==> src/stsi_pkg.sv <==
// constants, types and helper functions shared by both ends of the serial audio input link
// Function
// - three framings, widths 16, 18, 20 or 24
// - data and channel select taken on rising clock
// - right-justified: select high left, low right
// - right-justified msb delay 16, 14, 12, 8
// - 64 clocks per frame, lsb ends slot
// - i2s: select low left, high right
// - i2s msb one clock after transition
// - i2s is the default input format
// - left-justified: select high left, low right
// - left-justified msb at transition, no delay
// - oversampling clock divided into biphase clock
// - oversampling ratio 384 or 256 sets divider
package stsi_pkg;

	// =====================================================================
	// framing and width encodings
	// =====================================================================
	typedef enum logic [1:0] {
		STSI_FMT_I2S = 2'h0, // zero so that an unset selection means i2s
		STSI_FMT_LJ = 2'h1,
		STSI_FMT_RJ = 2'h3
	} stsi_format_e;

	typedef enum logic [1:0] {
		STSI_W16 = 2'h0,
		STSI_W18 = 2'h1,
		STSI_W20 = 2'h2,
		STSI_W24 = 2'h3
	} stsi_width_e;

	// =====================================================================
	// frame geometry
	// =====================================================================
	localparam int WORD_BITS = 24; // widest sample, msb aligned in the word
	localparam logic [4:0] WORD_MSB = 5'h17;
	localparam logic [5:0] SLOT_CLOCKS = 6'h20; // serial clocks per channel slot
	localparam logic [5:0] FRAME_LAST = 6'h3f; // 64 serial clocks per frame
	localparam logic [5:0] BITS_16 = 6'h10;
	localparam logic [5:0] BITS_18 = 6'h12;
	localparam logic [5:0] BITS_20 = 6'h14;
	localparam logic [5:0] BITS_24 = 6'h18;
	localparam logic [5:0] I2S_DELAY = 6'h01;
	localparam logic [5:0] LJ_DELAY = 6'h00;
	localparam logic [5:0] RJ_DELAY_16 = 6'h10;
	localparam logic [5:0] RJ_DELAY_18 = 6'h0e;
	localparam logic [5:0] RJ_DELAY_20 = 6'h0c;
	localparam logic [5:0] RJ_DELAY_24 = 6'h08;

	// =====================================================================
	// oversampling clock divider
	// =====================================================================
	localparam int OSR_HIGH = 384;
	localparam int OSR_LOW = 256;
	localparam int BIPHASE_PER_FRAME = 128; // two half cells for each of 64 bits
	localparam logic [1:0] DIV_HIGH = 2'(OSR_HIGH / BIPHASE_PER_FRAME);
	localparam logic [1:0] DIV_LOW = 2'(OSR_LOW / BIPHASE_PER_FRAME);

	// =====================================================================
	// serial clock timing made by the source end
	// =====================================================================
	localparam int CLOCK_PERIOD_NS = 25;
	localparam int SCLK_PERIOD_MIN_NS = 80;
	localparam int SCLK_WIDTH_MIN_NS = 36;
	localparam int WIDTH_CYC = (SCLK_WIDTH_MIN_NS + CLOCK_PERIOD_NS - 1) / CLOCK_PERIOD_NS;
	localparam int PERIOD_CYC = (SCLK_PERIOD_MIN_NS + 2 * CLOCK_PERIOD_NS - 1)
		/ (2 * CLOCK_PERIOD_NS);
	localparam int HALF_CYC = (WIDTH_CYC > PERIOD_CYC) ? WIDTH_CYC : PERIOD_CYC;
	localparam logic [3:0] SCLK_HALF_LAST = 4'(HALF_CYC - 1);

	// =====================================================================
	// helpers
	// =====================================================================
	// sample width in bits
	function automatic logic [5:0] width_bits(input stsi_width_e w);
		case (w)
			STSI_W16: width_bits = BITS_16;
			STSI_W18: width_bits = BITS_18;
			STSI_W20: width_bits = BITS_20;
			default: width_bits = BITS_24;
		endcase
	endfunction

	// slot position of the msb, counted from the select transition
	function automatic logic [5:0] msb_pos(input stsi_format_e f, input stsi_width_e w);
		case (f)
			STSI_FMT_LJ: msb_pos = LJ_DELAY;
			STSI_FMT_RJ: begin
				case (w)
					STSI_W16: msb_pos = RJ_DELAY_16;
					STSI_W18: msb_pos = RJ_DELAY_18;
					STSI_W20: msb_pos = RJ_DELAY_20;
					default: msb_pos = RJ_DELAY_24;
				endcase
			end
			default: msb_pos = I2S_DELAY;
		endcase
	endfunction

	// channel select level that marks the left slot
	function automatic logic left_level(input stsi_format_e f);
		case (f)
			STSI_FMT_LJ: left_level = 1'b1;
			STSI_FMT_RJ: left_level = 1'b1;
			default: left_level = 1'b0;
		endcase
	endfunction

endpackage

==> src/stsi_if.sv <==
// three-wire serial audio link between a source and the transmitter input stage
`timescale 1ns/1ps
interface stsi_if;
	logic sclk; // serial bit clock
	logic lrclk; // channel select clock
	logic sdata; // serial data, msb first

	modport source (
		output sclk,
		output lrclk,
		output sdata
	);

	modport device (
		input sclk,
		input lrclk,
		input sdata
	);
endinterface

==> src/stsi_device.sv <==
// device end: serial audio input stage and biphase clock divider of the transmitter
`timescale 1ns/1ps
module stsi_device (
	input wire logic clock_i,
	input wire logic arst_n_i,
	stsi_if.device link,
	input wire logic [1:0] format_i,
	input wire logic [1:0] width_i,
	input wire logic ratio_256_i,
	input wire logic oversampling_clock_i,
	output logic [23:0] word_o,
	output logic word_left_o,
	output logic word_valid_o,
	output logic biphase_tick_o,
	output logic biphase_clk_o
);

	// =====================================================================
	// link sampling state
	// =====================================================================
	logic sclk_q, next_sclk_q;
	logic sclk_prev, next_sclk_prev;
	logic lr_q, next_lr_q;
	logic data_q, next_data_q;
	logic lr_prev, next_lr_prev; // select level at the last rising serial clock
	logic sclk_rise; // one-cycle strobe per rising serial clock

	// =====================================================================
	// slot tracking and capture state
	// =====================================================================
	// the slot position saturates at the frame end if the select stops toggling
	logic synced, next_synced;
	logic [5:0] bit_cnt, next_bit_cnt;
	logic chan_left, next_chan_left;
	logic [23:0] shift, next_shift;
	logic [23:0] next_word;
	logic next_word_left;
	logic next_word_valid;

	// =====================================================================
	// oversampling divider state
	// =====================================================================
	logic osc_q, next_osc_q;
	logic osc_prev, next_osc_prev;
	logic [1:0] div_cnt, next_div_cnt;
	logic osc_rise; // one-cycle strobe per rising oversampling clock
	logic next_biphase_tick;
	logic next_biphase_clk;

	// =====================================================================
	// framing decode
	// =====================================================================
	stsi_pkg::stsi_format_e fmt;
	stsi_pkg::stsi_width_e wid;
	logic [5:0] start;
	logic [5:0] stop;

	// format and width are meant to be static; a change mid slot spoils that slot
	// an unset format input decodes as i2s
	assign fmt = stsi_pkg::stsi_format_e'(format_i);
	assign wid = stsi_pkg::stsi_width_e'(width_i);
	// first and last slot position holding sample bits
	assign start = stsi_pkg::msb_pos(fmt, wid);
	assign stop = start + stsi_pkg::width_bits(wid) - 6'h01;

	// =====================================================================
	// link sampling and edge strobes
	// =====================================================================
	// one register stage on every wire, a second on the clock to find its edges
	always_comb begin
		next_sclk_q = link.sclk;
		next_sclk_prev = sclk_q;
		next_lr_q = link.lrclk;
		next_data_q = link.sdata;
	end

	// select and data share the clock's stage so they stay aligned to its edge
	always_ff @(posedge clock_i or negedge arst_n_i) begin
		if (!arst_n_i) begin
			sclk_q <= 1'b0;
			sclk_prev <= 1'b0;
			lr_q <= 1'b0;
			data_q <= 1'b0;
		end else begin
			sclk_q <= next_sclk_q;
			sclk_prev <= next_sclk_prev;
			lr_q <= next_lr_q;
			data_q <= next_data_q;
		end
	end

	// both clocks are plain inputs, so an edge is a pair of sampled levels
	assign sclk_rise = sclk_q && !sclk_prev;
	assign osc_rise = osc_q && !osc_prev;

	// =====================================================================
	// receiver
	// =====================================================================
	// one bit is taken on each rising serial clock; a select change restarts the slot
	always_comb begin
		logic [5:0] cur;
		logic [5:0] idx;
		logic [23:0] sh;
		cur = bit_cnt;
		idx = '0;
		sh = shift;
		next_lr_prev = lr_prev;
		next_synced = synced;
		next_bit_cnt = bit_cnt;
		next_chan_left = chan_left;
		next_shift = shift;
		next_word = word_o;
		next_word_left = word_left_o;
		next_word_valid = 1'b0;
		if (sclk_rise) begin
			next_lr_prev = lr_q;
			// realigning at every select change copes with a source that drops a clock
			if (lr_q != lr_prev) begin
				// transition: this bit is slot position zero
				cur = '0;
				sh = '0;
				next_synced = 1'b1;
				next_chan_left = (lr_q == stsi_pkg::left_level(fmt));
			end else if (bit_cnt != stsi_pkg::FRAME_LAST) begin
				cur = bit_cnt + 6'h01; // saturates if the select stops toggling
			end
			next_bit_cnt = cur;
			// bits outside the sample window are dropped; the slot start cleared them
			if (cur >= start && cur <= stop) begin
				idx = cur - start;
				sh[stsi_pkg::WORD_MSB - idx[4:0]] = data_q; // msb aligned capture
			end
			next_shift = sh;
			// the lsb just arrived: hand the word on with its channel
			// the tag is the channel decoded from the select level latched at the slot start
			if (cur == stop && next_synced) begin
				next_word = sh;
				next_word_left = next_chan_left;
				next_word_valid = 1'b1;
			end
		end
	end

	// reset parks the counter at its ceiling so no word leaves before a select change
	always_ff @(posedge clock_i or negedge arst_n_i) begin
		if (!arst_n_i) begin
			lr_prev <= 1'b0;
			synced <= 1'b0;
			bit_cnt <= stsi_pkg::FRAME_LAST;
			chan_left <= 1'b0;
			shift <= '0;
			word_o <= '0;
			word_left_o <= 1'b0;
			word_valid_o <= 1'b0;
		end else begin
			lr_prev <= next_lr_prev;
			synced <= next_synced;
			bit_cnt <= next_bit_cnt;
			chan_left <= next_chan_left;
			shift <= next_shift;
			word_o <= next_word;
			word_left_o <= next_word_left;
			word_valid_o <= next_word_valid;
		end
	end

	// =====================================================================
	// biphase clock divider
	// =====================================================================
	// counts rising oversampling edges; 384x divides by three, 256x by two
	always_comb begin
		logic [1:0] div_last;
		div_last = (ratio_256_i ? stsi_pkg::DIV_LOW : stsi_pkg::DIV_HIGH) - 2'h1;
		next_osc_q = oversampling_clock_i;
		next_osc_prev = osc_q;
		next_div_cnt = div_cnt;
		next_biphase_tick = 1'b0;
		next_biphase_clk = biphase_clk_o;
		if (osc_rise) begin
			// >= ends the cell at once when the ratio shrinks mid count
			if (div_cnt >= div_last) begin
				next_div_cnt = '0;
				next_biphase_tick = 1'b1;
				next_biphase_clk = ~biphase_clk_o;
			end else begin
				next_div_cnt = div_cnt + 2'h1;
			end
		end
	end

	// the biphase clock starts low out of reset
	always_ff @(posedge clock_i or negedge arst_n_i) begin
		if (!arst_n_i) begin
			osc_q <= 1'b0;
			osc_prev <= 1'b0;
			div_cnt <= '0;
			biphase_tick_o <= 1'b0;
			biphase_clk_o <= 1'b0;
		end else begin
			osc_q <= next_osc_q;
			osc_prev <= next_osc_prev;
			div_cnt <= next_div_cnt;
			biphase_tick_o <= next_biphase_tick;
			biphase_clk_o <= next_biphase_clk;
		end
	end

endmodule // stsi_device

==> src/flat_wrapper.sv <==
// flat-port wrapper written by rule: the top's interface ports become plain ports
module stsi_device_flat 
  (clock_i, arst_n_i, format_i, width_i, ratio_256_i, oversampling_clock_i, word_o, word_left_o, word_valid_o, biphase_tick_o, biphase_clk_o, link_sclk, link_lrclk, link_sdata);
  stsi_if link_i ();
  input wire logic clock_i;
  input wire logic arst_n_i;
  input wire logic [1:0] format_i;
  input wire logic [1:0] width_i;
  input wire logic ratio_256_i;
  input wire logic oversampling_clock_i;
  output logic [23:0] word_o;
  output logic word_left_o;
  output logic word_valid_o;
  output logic biphase_tick_o;
  output logic biphase_clk_o;
  input wire logic [$bits(link_i.sclk)-1:0] link_sclk;
  input wire logic [$bits(link_i.lrclk)-1:0] link_lrclk;
  input wire logic [$bits(link_i.sdata)-1:0] link_sdata;
  assign link_i.sclk = link_sclk;
  assign link_i.lrclk = link_lrclk;
  assign link_i.sdata = link_sdata;
  stsi_device u_core (.clock_i(clock_i), .arst_n_i(arst_n_i), .link(link_i), .format_i(format_i), .width_i(width_i), .ratio_256_i(ratio_256_i), .oversampling_clock_i(oversampling_clock_i), .word_o(word_o), .word_left_o(word_left_o), .word_valid_o(word_valid_o), .biphase_tick_o(biphase_tick_o), .biphase_clk_o(biphase_clk_o));
endmodule
==> config.mk <==
export PLATFORM = sky130hd
export DESIGN_NAME = stsi_device_flat
export DESIGN_NICKNAME = d
export VERILOG_FILES = /design/src/stsi_pkg.sv /design/src/stsi_if.sv /design/src/stsi_device.sv /design/src/flat_wrapper.sv
export SDC_FILE = /design/constraint.sdc
export NUM_CORES = 1
export LEC_CHECK = 0
export BUFFER_PORTS_ARGS = -buffer_cell sky130_fd_sc_hd__buf_2
export CAP_MARGIN = 15
export CORE_UTILIZATION = 55
export CTS_BUF_LIST = sky130_fd_sc_hd__clkbuf_8
export DETAILED_ROUTE_END_ITERATION = 8
export PLACE_DENSITY_LB_ADDON = 0.08
export SLEW_MARGIN = 20
export SYNTH_ARGS = -nofsm -noshare
export SYNTH_HDL_FRONTEND = slang
export SYNTH_SLANG_ARGS = --single-unit
==> constraint.sdc <==
create_clock -name clock_i -period 5.2 [get_ports clock_i]
set_clock_uncertainty 0.05 [all_clocks]
set_input_delay 1.56 -clock clock_i [delete_from_list [all_inputs] [get_ports clock_i]]
set_output_delay 1.56 -clock clock_i [all_outputs]
set_load 0.01 [all_outputs]
Yosys cells after proc, flatten, opt, wreduce, memory -nomap -nowiden
Index checks and enable logic that the tools add are counted.

Equal/unequal tests: 8. $lt $le $gt $ge: 5. Reduce and logical (&&, ||, !) cells: 11. Muxes and demuxes: 24. Bitwise gates (word level): 1. Add/subtract/negate cells: 7.

Operator list (count): 24-bit 2-to-1 mux (3); 24-bit bitwise mux (1); 6-bit 2-to-1 mux (3); 5-bit one-hot mux with 3 select lines (1); 1-bit 2-to-1 mux (12); 4-bit one-hot mux with 3 select lines (1); 5-bit one-hot mux with 2 select lines (1); 5-bit by 5-bit adder with 6-bit output (1); 6-bit by 1-bit adder with 6-bit output, second input constant (1); 6-bit == test (1); 6-bit by 5-bit greater-or-equal comparator with 1-bit output (1); 6-bit less-or-equal comparator (1); 5-bit by 6-bit < comparator with 1-bit output, second input constant (1); 6-bit inequality test, second input constant (1); 6-bit by 1-bit subtractor with 6-bit output, second input constant (1); 1-bit demux with 5-bit select (1); 5-bit by 1-bit greater-or-equal comparator with 1-bit output, second input constant (1); 1-bit logical AND (5); 5-bit subtractor (1); 5-bit subtractor, first input constant (1); 2-bit by 1-bit == test with 1-bit output, second input constant (2); 2-bit == test, second input constant (2); 2-bit AND reduction (2); 2-bit by 1-bit adder with 2-bit output, second input constant (1); other kinds (9) (10).

Bits of input ports: 11. Flip-flop bits (word level): 69. Word-level logic and storage cells: 73.

Depth between registers and ports, before layout
Word-level depth: 12. Mapped depth: 17.

Least setup slack after synthesis
No wires, ideal clock.

Path type: input -> register. From: input format_i[0]. To: register u_core.shift[7]. Data required time: 5.026 ns. Data arrival time: 4.556 ns. Path slack: 0.470 ns. Buffers on the path: 1. Stages on the path: 15. Setup time: 0.124 ns. Cell sequence: clkbuf_1 -> nand2_1 -> or2_2 -> ha_1 -> inv_1 -> ha_1 -> a21oi_1 -> xor2_1 -> ha_1 -> nand2_1 -> mux2i_1 -> a31oi_1 -> nor4_1 -> a31oi_1 -> a211o_1.

Longest elaborated chain between the ends: 10.

Ends and longest elaborated chain: start: declaration (RTL line flat_wrapper.sv:7) `input wire logic [1:0] format_i;`; 2-bit == test or 2-bit by 1-bit == test with 1-bit output (tied branches) (RTL line stsi_pkg.sv:87) `case (f)`; 5-bit one-hot mux with 2 select lines * (RTL line stsi_pkg.sv:87); 5-bit subtractor (RTL line stsi_device.sv:130) `idx = cur - start;`; 5-bit subtractor (RTL line stsi_device.sv:131) `sh[stsi_pkg::WORD_MSB - idx[4:0]] = data_q;`; 5-bit by 6-bit < comparator with 1-bit output (not written as such) or 5-bit by 1-bit greater-or-equal comparator with 1-bit output (tied branches) (RTL line stsi_device.sv:131); 1-bit logical AND (not written as such) (RTL line stsi_device.sv:131); 1-bit 2-to-1 mux (not written as such) (RTL line stsi_device.sv:131); 1-bit demux with 5-bit select; 24-bit bitwise mux (RTL line stsi_device.sv:131); 24-bit 2-to-1 mux * (RTL line stsi_device.sv:129) `if (cur >= start && cur <= stop) begin`; end signal: assignment (RTL line stsi_device.sv:160) `shift <= next_shift;`; end: declaration (RTL line stsi_device.sv:35) `logic [23:0] shift, next_shift;`.

Mark *: on every way between the ends. The rest lies on a longest branch, timed or not. A chain may end at the register's enable or synchronous reset.

Worst setup path after layout
From: input width_i[0]. To: register u_core.shift[19].

Longest elaborated chain between the ends: 11.

Ends and longest elaborated chain: start: declaration (RTL line flat_wrapper.sv:8) `input wire logic [1:0] width_i;`; 2-bit == test, or another cell as far along (RTL line stsi_pkg.sv:77, stsi_pkg.sv:90); 5-bit one-hot mux with 3 select lines (RTL line stsi_pkg.sv:90) `case (w)`; 5-bit one-hot mux with 2 select lines (RTL line stsi_pkg.sv:87); 5-bit subtractor (RTL line stsi_device.sv:130); 5-bit subtractor (RTL line stsi_device.sv:131); 5-bit by 6-bit < comparator with 1-bit output (not written as such) or 5-bit by 1-bit greater-or-equal comparator with 1-bit output (tied branches) (RTL line stsi_device.sv:131); 1-bit logical AND (not written as such) (RTL line stsi_device.sv:131); 1-bit 2-to-1 mux (not written as such) (RTL line stsi_device.sv:131); 1-bit demux with 5-bit select; 24-bit bitwise mux (RTL line stsi_device.sv:131); 24-bit 2-to-1 mux * (RTL line stsi_device.sv:129).

Marked as above.

==> results.cfg <==
[clock_tree]
clockBufferDepth = 2
cts_setup_buffers = 0
cts_tree = yes
numClockSinks = 69
htreeDepth = 3
cts_hold_buf = 0
clockRootBuffer = clkbuf_8
cts-buffers-inserted = 9
clk_pin_slew_ns = 0.07
cts_resized = 0
clock_latency_ns = 0.35

[routing]
firstDrtPassIters = 4
wl_per_cell_microns = 16.4
drc = 0
drtIter0Drc = 210
ant_nets = 0
num_vias = 3265
wl_microns = 9080
viasPerCell = 5.88

[setup_path]
r2r_start = u_core.bit_cnt[0]
cp-end-kind = flop
crit_end = u_core.shift[19]
cp_num_cells = 16
reg2reg_slack_ns = 1.12
crit_path_top_delay_cell = nor4_1
critical_path_class = input port to flop
cp_max_fo = 9
crit_chain = buf_2, inv_1, ha_1, nand3_1, xor2_1, inv_1, fa_1, nor2_1, a211oi_1, ha_1, a21o_1, mux2i_1, a31o_2, nand3_2, nor4_1, mux2i_1
cp.required_ns = 5.41
worstRegToRegCells = 13
critPathArrivalTime_ns = 5.01
cp_top_family = adder cells
cpPeakStageDelay_ns = 0.51
crit_start = width_i[0]
worstSetupStartpointType = input port
path_buf_inv = 3
r2r_end = u_core.shift[19]

[pwr]
ir_worst_vdd_v = 0.000180
power.leakage_nw = 2.19
powerDensity_mw_per_mm2 = 404
total_power_mw = 1.87

[global_routing]
grt_usage_pct = 25.2
grt_remaining_overflow = 0
grt_pass1_wl_microns = 14900
antenna_found_initial = 0
grt_max_degree = 52
grt_pass1_vias = 3042

[finish]
fin_cells = 555
fillerInstances = 622
final-seq-area_sq_mm = 0.00173
drive_gt1_share_pct = 20.6
areaGrowthSynthToFinish_pct = 12.9
final_area_sq_mm = 0.00464
num_antenna_cells = 0
fin_util_pct = 63.9
fin_nets = 498
multi_input_area_sq_mm = 0.00220

[synth]
synth_edf_count = 0
async_reset_ff_share_pct = 100
ys_seq_area_share_pct = 42.2
yosys_warnings = 0
syn-cell-area_sq_mm = 0.00411
ys.flop_type = dfrtp_1
ys_ff_latch = 69
ys_types = 57
syn_inst = 412
syn-mean-instance-area_sq_um = 9.97
synth_fp_nets = 457

[timing]
fin_crit_ns = 4.80
max_slew_margin_pct = 45.6
rsz0062_at_grt = no
whs_ns = 0.344
tns_ns = 0
hold_viol_final = 0
post-route-worst-setup-slack_ns = 0.403
fmax_mhz = 208
maxSlewViolCount = 0
worst_slew_pin_slew_ns = 0.814
post-route-period-util_pct = 92.3
finalSetupViolations = 0

[placement]
dp_hpwl_microns = 6390
port_buffers = 38
globalplace.congestion = 0.840
place_area_sq_mm = 0.00444
dp_slack_ns = 0.115
dp_cells = 541

[hold_path]
hold_class = flop to flop
min-delay-start = u_core.next_osc_prev

[floorplanning]
ios = 39
die-area_sq_mm = 0.00782
core_sq_mm = 0.00725
rows = 31
die_y_microns = 88.4
die_w_microns = 88.4
initial_core_util_pct = 56.6

[status]
status = completed

[job]
max_cap_violations = 0
logic make-up (layout without fill, tap and decap cells):
logic type               after synthesis  in the layout  synth area share (%)
adder cells (fa/ha/maj)               34             34                  10.9
multiplexers                           9              9                  2.28
flip-flops                            69             69                  42.2
buffers and inverters                 44             88                  4.32
AND/OR/NAND/NOR                      141            141                  18.0
AO/OA/AOI/OAI                        101            101                  18.9
XOR/XNOR                              14             14                  3.35
cells in the mapped netlist, types with 4 or more instances:
| cell | n | share of area, % |
|---|---|---|
| xnor2_1 | 6 | 1.3 |
| ha_1 | 31 | 9.4 |
| a21oi_1 | 11 | 1.3 |
| o211ai_1 | 29 | 5.3 |
| a32oi_1 | 6 | 1.3 |
| clkbuf_1 | 18 | 1.6 |
| a31o_2 | 4 | 0.85 |
| nand2b_1 | 10 | 1.5 |
| dfstp_2 | 6 | 3.8 |
| nor2_1 | 13 | 1.2 |
| o21ai_0 | 9 | 1.1 |
| inv_1 | 21 | 1.9 |
| a22o_1 | 12 | 2.6 |
| o311ai_1 | 6 | 1.3 |
| nand2_1 | 60 | 5.5 |
| nor2b_1 | 5 | 0.76 |
| dfrtp_1 | 63 | 38 |
| nor3_1 | 5 | 0.61 |
| xor2_1 | 6 | 1.3 |
| nor4_1 | 4 | 0.61 |
| buf_2 | 4 | 0.49 |
| mux2i_1 | 6 | 1.5 |
| nand3_1 | 17 | 2.1 |
| or3_1 | 5 | 0.76 |
report_power, final:
| group | internal (mW) | total (mW) | leakage (nW) | switching, mW |
|---|---|---|---|---|
| Clock | 0.254 | 0.451 | 0.106 | 0.197 |
| Sequential | 0.677 | 0.776 | 0.843 | 0.0987 |
| Combinational | 0.269 | 0.647 | 1.24 | 0.378 |
routing by layer:
metal	vias to the layer above	share of wire, %	global-route usage (%)
met1	1603	48	34.9
met5	-	0	0
met2	74	46	40.6
met3	9	4.6	4.01
li1	1579	-	-
met4	0	1.2	7.77
how the worst min path moves through the flow:
stage,to,depth (start not counted)
2_1_floorplan,u_core.osc_prev,0
3_3_place_gp,u_core.osc_prev,0
3_5_place_dp,u_core.osc_prev,0
4_1_cts,u_core.osc_prev,0
5_1_grt,u_core.osc_prev,0
6_report,u_core.osc_prev,0
sequential cells by signal, indices dropped and copies added, names as in the netlist, 2 cells and up:
| signal | count |
|---|---|
| u_core.div_cnt | 2 |
| u_core.word_o | 24 |
| u_core.bit_cnt | 6 |
| u_core.shift | 24 |
area by class of cell:
type / instances / area share (%)
multi-input cells: 299 / 47.4
flip-flops and latches: 69 / 37.4
repair buffers: 53 / 6.58
clock buffers: 12 / 3.56
well taps: 99 / 2.67
inverters: 21 / 1.70
clock inverters: 2 / 0.728
placed cells by master, fill, tap and decap left out, types with 3 or more instances in the layout:
cell and instances:
o21ai_0 9, a22oi_1 3, inv_1 22, nor2b_1 5, clkbuf_8 12, a22o_1 12, fa_1 3, mux2_2 3
nand2b_1 10, mux2i_1 6, a32oi_1 6, a21o_1 3, ha_1 31, o311ai_1 6, dfstp_2 6, o31ai_1 3
buf_4 16, nand3_1 17, nand4_1 3, buf_2 37, xor2_1 6, nor4_1 4, xnor2_1 6, nor2_1 13
dfrtp_1 63, o211ai_1 29, a31o_2 4, nand2_1 60, or3_1 5, nor3_1 5, o221ai_1 3, a21oi_1 11
Note: power is estimated with default switching activity, not from simulation.
